--- config.mk ---
export PLATFORM = sky130hd
export DESIGN_NAME = aio_image
export DESIGN_NICKNAME = d
export VERILOG_FILES = /design/src/design/aio_table_mem.v /design/src/design/aio_image.v
export VERILOG_INCLUDE_DIRS = /design/src /design/src/pkg
export SDC_FILE = /design/constraint.sdc
export NUM_CORES = 2
export LEC_CHECK = 0
export BUFFER_PORTS_ARGS = -buffer_cell sky130_fd_sc_hd__buf_4
export CAP_MARGIN = 20
export CORE_ASPECT_RATIO = 0.75
export CORE_UTILIZATION = 45
export DETAILED_ROUTE_END_ITERATION = 8
export GPL_ROUTABILITY_DRIVEN = 0
export GPL_TIMING_DRIVEN = 0
export PLACE_DENSITY = 0.65
export SLEW_MARGIN = 20
export SYNTH_ARGS = -nofsm -noshare
export SYNTH_HDL_FRONTEND = slang
export SYNTH_SLANG_ARGS = --single-unit
export TNS_END_PERCENT = 20
--- constraint.sdc ---
create_clock -name sys_clk_i -period 10.8 [get_ports sys_clk_i]
set_input_delay 2.16 -clock sys_clk_i [delete_from_list [all_inputs] [get_ports sys_clk_i]]
set_output_delay 2.16 -clock sys_clk_i [all_outputs]
set_load 0.01 [all_outputs]
--- src/pkg/aio_image_map.vh ---
// Constants for the analog I/O image block.
// Assumes inclusion by bare name from design files.
`ifndef AIO_IMAGE_MAP_VH
`define AIO_IMAGE_MAP_VH
// ----------------------------------------
// Validity encoding
// ----------------------------------------
`define VALID_FLAG       1'b0
`define INVALID_FLAG     1'b1
// ----------------------------------------
// Operating modes
// ----------------------------------------
`define MODE_IDLE        3'h1
`define MODE_READY       3'h2
// ----------------------------------------
// Timing
// ----------------------------------------
`define OUT_TIMEOUT_DEF  32'h0000_FFFF
`define TX_PERIOD_DEF    32'h0000_1000
`endif

--- src/design/aio_table_mem.v ---
// Small word table with registered read data.
// Assumes one clock; one write and one read port.
`default_nettype none
module aio_table_mem #(
    parameter WIDTH = 16,
    parameter AW    = 5
) (
    // Clock
    input  wire             clk_i,
    // Write port
    input  wire             we_i,
    input  wire [AW-1:0]    waddr_i,
    input  wire [WIDTH-1:0] wdata_i,
    // Read port
    input  wire [AW-1:0]    raddr_i,
    output reg  [WIDTH-1:0] rdata_o
);
    reg [WIDTH-1:0] mem [0:(1<<AW)-1];

    // Write then registered read
    always @(posedge clk_i) begin
        if (we_i) begin
            mem[waddr_i] <= wdata_i;
        end
        rdata_o <= mem[raddr_i];
    end
endmodule
`default_nettype wire

--- src/design/aio_image.v ---
// Analog I/O image: input/output tables, forcing, validity, fault contacts.
// Assumes nest and network strobes are synchronous to sys_clk_i.
`include "aio_image_map.vh"
`default_nettype none
// Operation
// - Keep input value, validity, forced value, forced validity tables.
// - Keep output value, validity, forced value, forced validity tables.
// - Input scan reads every module and stores words into input table.
// - Module fault: default or hold inputs, mark them invalid.
// - Forced input point shows forced value; others keep scanned values.
// - Released force shows the last scanned value at once.
// - Processed value keeps updating while point is forced.
// - Forcing a point forces its validity flag to valid.
// - Pack input values into comm variables, transmit periodically.
// - Answer input requests even while data is invalid.
// - Store received output values into output value table.
// - Examine received qualifiers before using output values.
// - No output data within timeout marks outputs invalid.
// - Invalid output drives default or held value per point config.
// - Keep status for every module in the nest.
// - On fault, log it and activate the module fault contact.
// - Fault contact active only while fault persists.
// - Cleared fault deactivates contact and resumes normal operation.
// - Accept force requests only in idle or ready mode.
// - Output scan runs after input scan completes.
module aio_image #(
    parameter NMOD         = 8,
    parameter PPM          = 4,
    parameter AW           = 5,
    parameter OUT_TIMEOUT  = `OUT_TIMEOUT_DEF,
    parameter TX_PERIOD    = `TX_PERIOD_DEF
) (
    // Clock and reset
    input  wire                  sys_clk_i,
    input  wire                  rstn_i,
    // Mode and cycle control
    input  wire [2:0]            mode_i,
    input  wire                  cycle_start_i,
    // Nest input read
    output reg                   nest_rd_o,
    output reg  [AW-1:0]         nest_addr_o,
    input  wire [15:0]           nest_rdata_i,
    input  wire                  nest_rvalid_i,
    input  wire [NMOD-1:0]       mod_fault_i,
    // Per-point configuration
    input  wire [(1<<AW)-1:0]    in_hold_cfg_i,
    input  wire [15:0]           in_default_i,
    input  wire [(1<<AW)-1:0]    out_hold_cfg_i,
    input  wire [15:0]           out_default_i,
    // Nest output write
    output reg                   nest_wr_o,
    output reg  [AW-1:0]         nest_waddr_o,
    output reg  [15:0]           nest_wdata_o,
    // Force requests
    input  wire                  force_we_i,
    input  wire                  force_out_i,
    input  wire                  force_set_i,
    input  wire [AW-1:0]         force_addr_i,
    input  wire [15:0]           force_value_i,
    output wire                  force_ack_o,
    // Received output variables
    input  wire                  rx_we_i,
    input  wire [AW-1:0]         rx_addr_i,
    input  wire [15:0]           rx_value_i,
    input  wire                  rx_qual_i,
    input  wire                  rx_frame_i,
    // Transmitted input variables
    output reg                   tx_start_o,
    input  wire                  tx_rd_i,
    input  wire [AW-1:0]         tx_addr_i,
    output wire [15:0]           tx_value_o,
    output reg                   tx_valid_flag_o,
    // Diagnostics
    output reg  [NMOD-1:0]       fault_contact_o,
    output reg  [NMOD-1:0]       fault_log_o,
    output wire [NMOD-1:0]       mod_status_o,
    output wire                  cycle_done_o
);
    localparam NPT = 1 << AW;
    // Scan states, one-hot
    localparam S_IDLE = 4'b0001;
    localparam S_IN   = 4'b0010;
    localparam S_OUT  = 4'b0100;
    localparam S_DONE = 4'b1000;

    // ----------------------------------------
    // Flags and force tables
    // ----------------------------------------
    reg [NPT-1:0]  analog_in_validity;
    reg [NPT-1:0]  analog_in_forced_validity;
    reg [NPT-1:0]  in_force_reg;
    reg [NPT-1:0]  analog_out_validity;
    reg [NPT-1:0]  analog_out_forced_validity;
    reg [NPT-1:0]  out_force_reg;
    reg [3:0]      state_reg;
    reg [AW-1:0]   idx_reg;
    reg            pend_reg;
    reg [31:0]     tmo_reg;
    reg [31:0]     tx_cnt_reg;
    reg            tx_rd_reg;
    reg [AW-1:0]   tx_addr_reg;
    reg [AW-1:0]   out_idx_d_reg;
    reg            out_rd_d_reg;
    reg            in_ok_reg;
    reg [15:0]     in_word_reg;

    wire           force_ok = (mode_i == `MODE_IDLE) || (mode_i == `MODE_READY);
    wire [31:0]    mod_idx  = idx_reg / PPM;
    wire           cur_flt  = mod_fault_i[mod_idx[$clog2(NMOD)-1:0]];

    assign force_ack_o = force_we_i & force_ok;
    assign cycle_done_o = (state_reg == S_DONE);
    assign mod_status_o = fault_contact_o;

    // ----------------------------------------
    // Tables
    // ----------------------------------------
    // input value tables
    wire [15:0] in_val_rd;
    wire [15:0] in_frc_rd;
    wire        pend_take = (state_reg == S_IN) && !pend_reg && (nest_rvalid_i || cur_flt);
    wire [15:0] in_scan_word = in_ok_reg ? in_word_reg :
                               (in_hold_cfg_i[idx_reg] ? in_val_rd : in_default_i);
    wire        in_we = (state_reg == S_IN) && pend_reg;
    aio_table_mem #(.WIDTH(16), .AW(AW)) analog_in_values (
        .clk_i   (sys_clk_i),
        .we_i    (in_we),
        .waddr_i (idx_reg),
        .wdata_i (in_scan_word),
        .raddr_i ((in_we || pend_take) ? idx_reg : (tx_rd_i ? tx_addr_i : idx_reg)),
        .rdata_o (in_val_rd)
    );
    wire        in_frc_we = force_ack_o && !force_out_i && force_set_i;
    aio_table_mem #(.WIDTH(16), .AW(AW)) analog_in_forced_values (
        .clk_i   (sys_clk_i),
        .we_i    (in_frc_we),
        .waddr_i (force_addr_i),
        .wdata_i (force_value_i),
        .raddr_i (tx_addr_i),
        .rdata_o (in_frc_rd)
    );
    assign tx_value_o = in_force_reg[tx_addr_reg] ? in_frc_rd : in_val_rd;

    wire [15:0] out_val_rd;
    wire [15:0] out_frc_rd;
    aio_table_mem #(.WIDTH(16), .AW(AW)) analog_out_values (
        .clk_i   (sys_clk_i),
        .we_i    (rx_we_i),
        .waddr_i (rx_addr_i),
        .wdata_i (rx_value_i),
        .raddr_i (idx_reg),
        .rdata_o (out_val_rd)
    );
    wire        out_frc_we = force_ack_o && force_out_i && force_set_i;
    aio_table_mem #(.WIDTH(16), .AW(AW)) analog_out_forced_values (
        .clk_i   (sys_clk_i),
        .we_i    (out_frc_we),
        .waddr_i (force_addr_i),
        .wdata_i (force_value_i),
        .raddr_i (idx_reg),
        .rdata_o (out_frc_rd)
    );

    // ----------------------------------------
    // Scan sequencer
    // ----------------------------------------
    // output after input
    always @(posedge sys_clk_i or negedge rstn_i) begin
        if (!rstn_i) begin
            state_reg  <= S_IDLE;
            idx_reg    <= {AW{1'b0}};
            pend_reg   <= 1'b0;
            nest_rd_o  <= 1'b0;
            nest_addr_o <= {AW{1'b0}};
        end else begin
            nest_rd_o <= 1'b0;
            case (state_reg)
                S_IDLE: begin
                    if (cycle_start_i) begin
                        state_reg   <= S_IN;
                        idx_reg     <= {AW{1'b0}};
                        nest_rd_o   <= 1'b1;
                        nest_addr_o <= {AW{1'b0}};
                        pend_reg    <= 1'b0;
                    end
                end
                S_IN: begin
                    if (!pend_reg) begin
                        if (nest_rvalid_i || cur_flt) begin
                            pend_reg <= 1'b1;
                        end
                    end else begin
                        pend_reg <= 1'b0;
                        if (idx_reg == NPT - 1) begin
                            state_reg <= S_OUT;
                            idx_reg   <= {AW{1'b0}};
                        end else begin
                            idx_reg     <= idx_reg + 1'b1;
                            nest_rd_o   <= 1'b1;
                            nest_addr_o <= idx_reg + 1'b1;
                        end
                    end
                end
                S_OUT: begin
                    if (idx_reg == NPT - 1) begin
                        state_reg <= S_DONE;
                    end else begin
                        idx_reg <= idx_reg + 1'b1;
                    end
                end
                S_DONE: begin
                    state_reg <= S_IDLE;
                end
                default: begin
                    state_reg <= S_IDLE;
                end
            endcase
        end
    end

    // ----------------------------------------
    // Input validity and forcing
    // ----------------------------------------
    always @(posedge sys_clk_i or negedge rstn_i) begin
        if (!rstn_i) begin
            analog_in_validity        <= {NPT{`INVALID_FLAG}};
            analog_in_forced_validity <= {NPT{`INVALID_FLAG}};
            in_force_reg              <= {NPT{1'b0}};
            in_ok_reg                 <= 1'b0;
            in_word_reg               <= 16'h0000;
        end else begin
            if (pend_take) begin
                analog_in_validity[idx_reg] <= cur_flt ? `INVALID_FLAG : `VALID_FLAG;
                in_ok_reg                   <= nest_rvalid_i && !cur_flt;
                in_word_reg                 <= nest_rdata_i;
            end
            if (force_ack_o && !force_out_i) begin
                in_force_reg[force_addr_i]              <= force_set_i;
                analog_in_forced_validity[force_addr_i] <= `VALID_FLAG;
            end
        end
    end

    // Validity flag returned beside transmitted value
    always @(posedge sys_clk_i or negedge rstn_i) begin
        if (!rstn_i) begin
            tx_rd_reg       <= 1'b0;
            tx_addr_reg     <= {AW{1'b0}};
            tx_valid_flag_o <= `INVALID_FLAG;
        end else begin
            tx_rd_reg   <= tx_rd_i;
            tx_addr_reg <= tx_addr_i;
            if (tx_rd_i) begin
                tx_valid_flag_o <= in_force_reg[tx_addr_i] ?
                                   analog_in_forced_validity[tx_addr_i] :
                                   analog_in_validity[tx_addr_i];
            end
        end
    end

    always @(posedge sys_clk_i or negedge rstn_i) begin
        if (!rstn_i) begin
            tx_cnt_reg <= 32'h0000_0000;
            tx_start_o <= 1'b0;
        end else begin
            tx_start_o <= (tx_cnt_reg == TX_PERIOD - 1);
            tx_cnt_reg <= (tx_cnt_reg == TX_PERIOD - 1) ? 32'h0000_0000 : tx_cnt_reg + 1'b1;
        end
    end

    // ----------------------------------------
    // Output validity, timeout and drive
    // ----------------------------------------
    // timeout restart
    always @(posedge sys_clk_i or negedge rstn_i) begin
        if (!rstn_i) begin
            tmo_reg                    <= 32'h0000_0000;
            analog_out_validity        <= {NPT{`INVALID_FLAG}};
            analog_out_forced_validity <= {NPT{`INVALID_FLAG}};
            out_force_reg              <= {NPT{1'b0}};
        end else begin
            if (rx_frame_i) begin
                tmo_reg <= 32'h0000_0000;
            end else if (tmo_reg != OUT_TIMEOUT) begin
                tmo_reg <= tmo_reg + 1'b1;
            end
            if (!rx_frame_i && tmo_reg == OUT_TIMEOUT - 1) begin
                analog_out_validity <= {NPT{`INVALID_FLAG}};
            end
            if (rx_we_i) begin
                analog_out_validity[rx_addr_i] <= rx_qual_i;
            end
            if (force_ack_o && force_out_i) begin
                out_force_reg[force_addr_i]              <= force_set_i;
                analog_out_forced_validity[force_addr_i] <= `VALID_FLAG;
            end
        end
    end

    // Delay tracking for registered table reads
    always @(posedge sys_clk_i or negedge rstn_i) begin
        if (!rstn_i) begin
            out_rd_d_reg  <= 1'b0;
            out_idx_d_reg <= {AW{1'b0}};
        end else begin
            out_rd_d_reg  <= (state_reg == S_OUT);
            out_idx_d_reg <= idx_reg;
        end
    end

    reg [15:0] held_reg [0:NPT-1];
    wire [15:0] out_norm = (analog_out_validity[out_idx_d_reg] == `VALID_FLAG) ? out_val_rd :
                           (out_hold_cfg_i[out_idx_d_reg] ? held_reg[out_idx_d_reg] :
                            out_default_i);
    always @(posedge sys_clk_i or negedge rstn_i) begin
        if (!rstn_i) begin
            nest_wr_o    <= 1'b0;
            nest_waddr_o <= {AW{1'b0}};
            nest_wdata_o <= 16'h0000;
        end else begin
            nest_wr_o    <= out_rd_d_reg;
            nest_waddr_o <= out_idx_d_reg;
            nest_wdata_o <= out_force_reg[out_idx_d_reg] ? out_frc_rd : out_norm;
        end
    end
    always @(posedge sys_clk_i) begin
        if (out_rd_d_reg && !out_force_reg[out_idx_d_reg]) begin
            held_reg[out_idx_d_reg] <= out_norm;
        end
    end

    // ----------------------------------------
    // Diagnostics
    // ----------------------------------------
    // per-module status
    always @(posedge sys_clk_i or negedge rstn_i) begin
        if (!rstn_i) begin
            fault_contact_o <= {NMOD{1'b0}};
            fault_log_o     <= {NMOD{1'b0}};
        end else begin
            fault_contact_o <= mod_fault_i;
            fault_log_o     <= fault_log_o | mod_fault_i;
        end
    end
endmodule
`default_nettype wire

==> flow_metrics.env <==
export IMPL_powerDensity_mw_per_mm2=218
export IMPL_cts_resized=0
export IMPL_first_pass_iters=7
export IMPL_antenna_left=0
export IMPL_dr_first_iter_drc_count=9553
export IMPL_grt_setup_unrepaired="false"
export IMPL_cap_viol_max_count=0
export IMPL_power_switching_share_pct=27.5
export IMPL_syn_nets=6246
export IMPL_power_frac_seq_pct=46.3
export IMPL_setup_viol=0
export IMPL_grt_ovfl_total=0
export IMPL_fin_util_pct=53.0
export IMPL_drc=0
export IMPL_required_ns=8.64
export IMPL_final_nets=6941
export IMPL_endpoint_kind="primary output"
export IMPL_grt_pass1_vias=61800
export IMPL_clk_path_buf_depth=4
export IMPL_cts_setup_buffers=0
export IMPL_worst_pin_slew_ns=1.27
export IMPL_start_util_pct=45.5
export IMPL_p_leak_uw=0.0427
export IMPL_reg2reg_from="idx_reg[1]"
export IMPL_yosys_warnings=0
export IMPL_wire_per_inst_um=31.5
export IMPL_wl_um=327000
export IMPL_holdWs_ns=0.422
export IMPL_cp_max_fo=10
export IMPL_htree_levels=5
export IMPL_clkSlewWorstSetupHoldPaths_ns=0.06
export IMPL_fmax_mhz=147
export IMPL_die_area_mm2=0.256
export IMPL_path_class="reg -> out"
export IMPL_worst_setup_path_start_kind="flip-flop"
export IMPL_crit_arrival_ns=4.63
export IMPL_status="complete, no violations"
export IMPL_ys_ff_latch=2932
export IMPL_rrSetupSlack_ns=4.88
export IMPL_hp_start="idx_reg[2]"
export IMPL_root_buffer="clkbuf_16"
export IMPL_skew_ns=0.0794
export IMPL_antenna_found_initial=36
export IMPL_synth_edf_count=2560
export IMPL_grt_pass1_wl_um=461000
export IMPL_rows=159
export IMPL_p_clk_share_pct=34.7
export IMPL_layout_drive_gt1_share_pct=28.2
export IMPL_period_needed_ns=6.79
export IMPL_avgSynthCellArea_um2=18.9
export IMPL_clock_sinks=2932
export IMPL_p_switching_uw=8000
export IMPL_ys_types=78
export IMPL_cts_buffers=296
export IMPL_area_delta_synth_final_pct=16.4
export IMPL_grtUsageTotal_pct=25.3
export IMPL_die_x_um=584
export IMPL_place_hpwl_um=221000
export IMPL_drv_slew=0
export IMPL_slew_headroom_pct=15.4
export IMPL_worstHoldPathCells=0
export IMPL_hold_end="out_idx_d_reg[2]"
export IMPL_syn_inst=6057
export IMPL_fin_crit_sh_pct=62.8
export IMPL_portBuffers=248
export IMPL_pwr_share_comb_pct=19.0
export IMPL_async_flop_share_pct=10.5
export IMPL_cts_tree="yes"
export IMPL_synth_top_area_share_pct=67.2
export IMPL_p_int_uw=21100
export IMPL_pin_count=253
export IMPL_ys_seq_area_share_pct=75.2
export IMPL_synthTopCellsByArea="edfxtp_1 (67%), mux4_2 (12%), dfrtp_1 (4.6%)"
export IMPL_final_common_cell="edfxtp_1"
export IMPL_cts_hold_buf=0
export IMPL_worst_hold_path_type="reg -> reg"
export IMPL_final_cell_mix="edfxtp_1 (2560), mux4_2 (612), nand2_1 (369), clkbuf_16 (307), clkbuf_1 (289)"
export IMPL_viasPerCell=6.16
export IMPL_yosysTopAreaCell="edfxtp_1"
export IMPL_coreArea_mm2=0.251
export IMPL_rr_endpoint="analog_out_forced_values.rdata_o[5]"
export IMPL_die_y_um=439
export IMPL_insertion_delay_ns=0.88
export IMPL_vias=63900
export IMPL_tns_ns=0
export IMPL_syn_cell_area_mm2=0.114
export IMPL_grt_max_degree=99
export IMPL_r2r_cells=8
export IMPL_synth_flop_cell="edfxtp_1"
export IMPL_vdd_ir_drop_max_uv=159
export IMPL_hold_viol=0
critical path, cell delays in order (launching register included):
cell and delay, ns:
dfrtp_1 0.32, clkbuf_1 0.60, mux4_2 0.62, mux4_2 0.49
mux2i_1 0.70, clkbuf_1 0.46, mux2_2 0.42, buf_4 0.15
through the flow:
stage	std cells	setup slack [ns]	instance area [um2]	power, uW
2_1_floorplan	6057	5.35	114000	16600
3_3_place_gp	9686	1.30	120000	18800
3_5_place_dp	9832	3.92	124000	19100
4_1_cts	10400	3.88	133000	29100
5_1_grt	10400	3.74	133000	29800
6_report	10400	4.01	133000	29100
synth_stat cells (all sizes together), types with 9 or more instances:
library cell  number
nand2            370
or4                9
a22oi            135
a31oi             37
mux4             612
and3              65
or2               20
xnor2             28
dfstp             98
clkbuf           223
nand3b            11
nor3              15
dfrtp            210
dfxtp             64
a32oi              9
a211oi            62
nor2b             31
mux2             148
o211ai            10
edfxtp          2560
o21ai            268
a221oi            34
nor4              23
inv               16
or3               14
a21oi             37
xor2              21
nand3            138
a22o              32
nor2             347
buf              136
o2111ai           12
nand4             58
mux2i             95
how the worst max path moves through the flow:
stage	start	endpoint	slack [ns]	cells after the start
2_1_floorplan	in_hold_cfg_i[7]	analog_in_values.mem[0][10]	5.35	6
4_1_cts	tx_addr_reg[0]	tx_value_o[11]	3.88	7
3_3_place_gp	idx_reg[3]	analog_in_values.mem[22][6]	1.30	7
3_5_place_dp	mod_fault_i[5]	analog_in_values.rdata_o[10]	3.92	12
5_1_grt	tx_addr_reg[0]	tx_value_o[10]	3.74	7
6_report	tx_addr_reg[0]	tx_value_o[11]	4.01	7
metal layers:
metal | vias up | global-route usage (%) | routed length (um) | share of wire (%)
met5 | - | 0 | 230 | 0.070
met4 | 16 | 6.64 | 8690 | 2.7
met3 | 498 | 6.68 | 39000 | 12
met2 | 3663 | 36.4 | 143000 | 44
met1 | 33800 | 38.2 | 136000 | 42
li1 | 25900 | - | - | -
layout make-up:
type | instances | area, um2
plain buffers | 359 | 1500
clock inverters | 131 | 1170
clock buffers | 398 | 8200
repair buffers | 397 | 4180
inverters | 16 | 60.1
well taps | 3381 | 4230
diodes | 8 | 20.0
multi-input cells | 2750 | 27800
flip-flops and latches | 2932 | 86000
fillers | 19500 | 118000
kinds of logic after synthesis:
group,Yosys count,synth area share [%]
compound gates,703,4.10
xor+xnor,49,0.375
fa+ha+maj,8,0.0875
buf+inv,375,1.33
flops,2932,75.2
mux,855,14.3
simple gates,1135,4.59
power groups by stage:
stage          sequential (uW)  clock (uW)  combinational, uW
5_1_grt                  13500       10600               5760
2_1_floorplan            13700           0               2930
4_1_cts                  13500       10200               5450
6_report                 13500       10100               5520
3_3_place_gp             13800           0               4970
3_5_place_dp             13700           0               5430
Note: power is estimated with default switching activity, not from simulation.
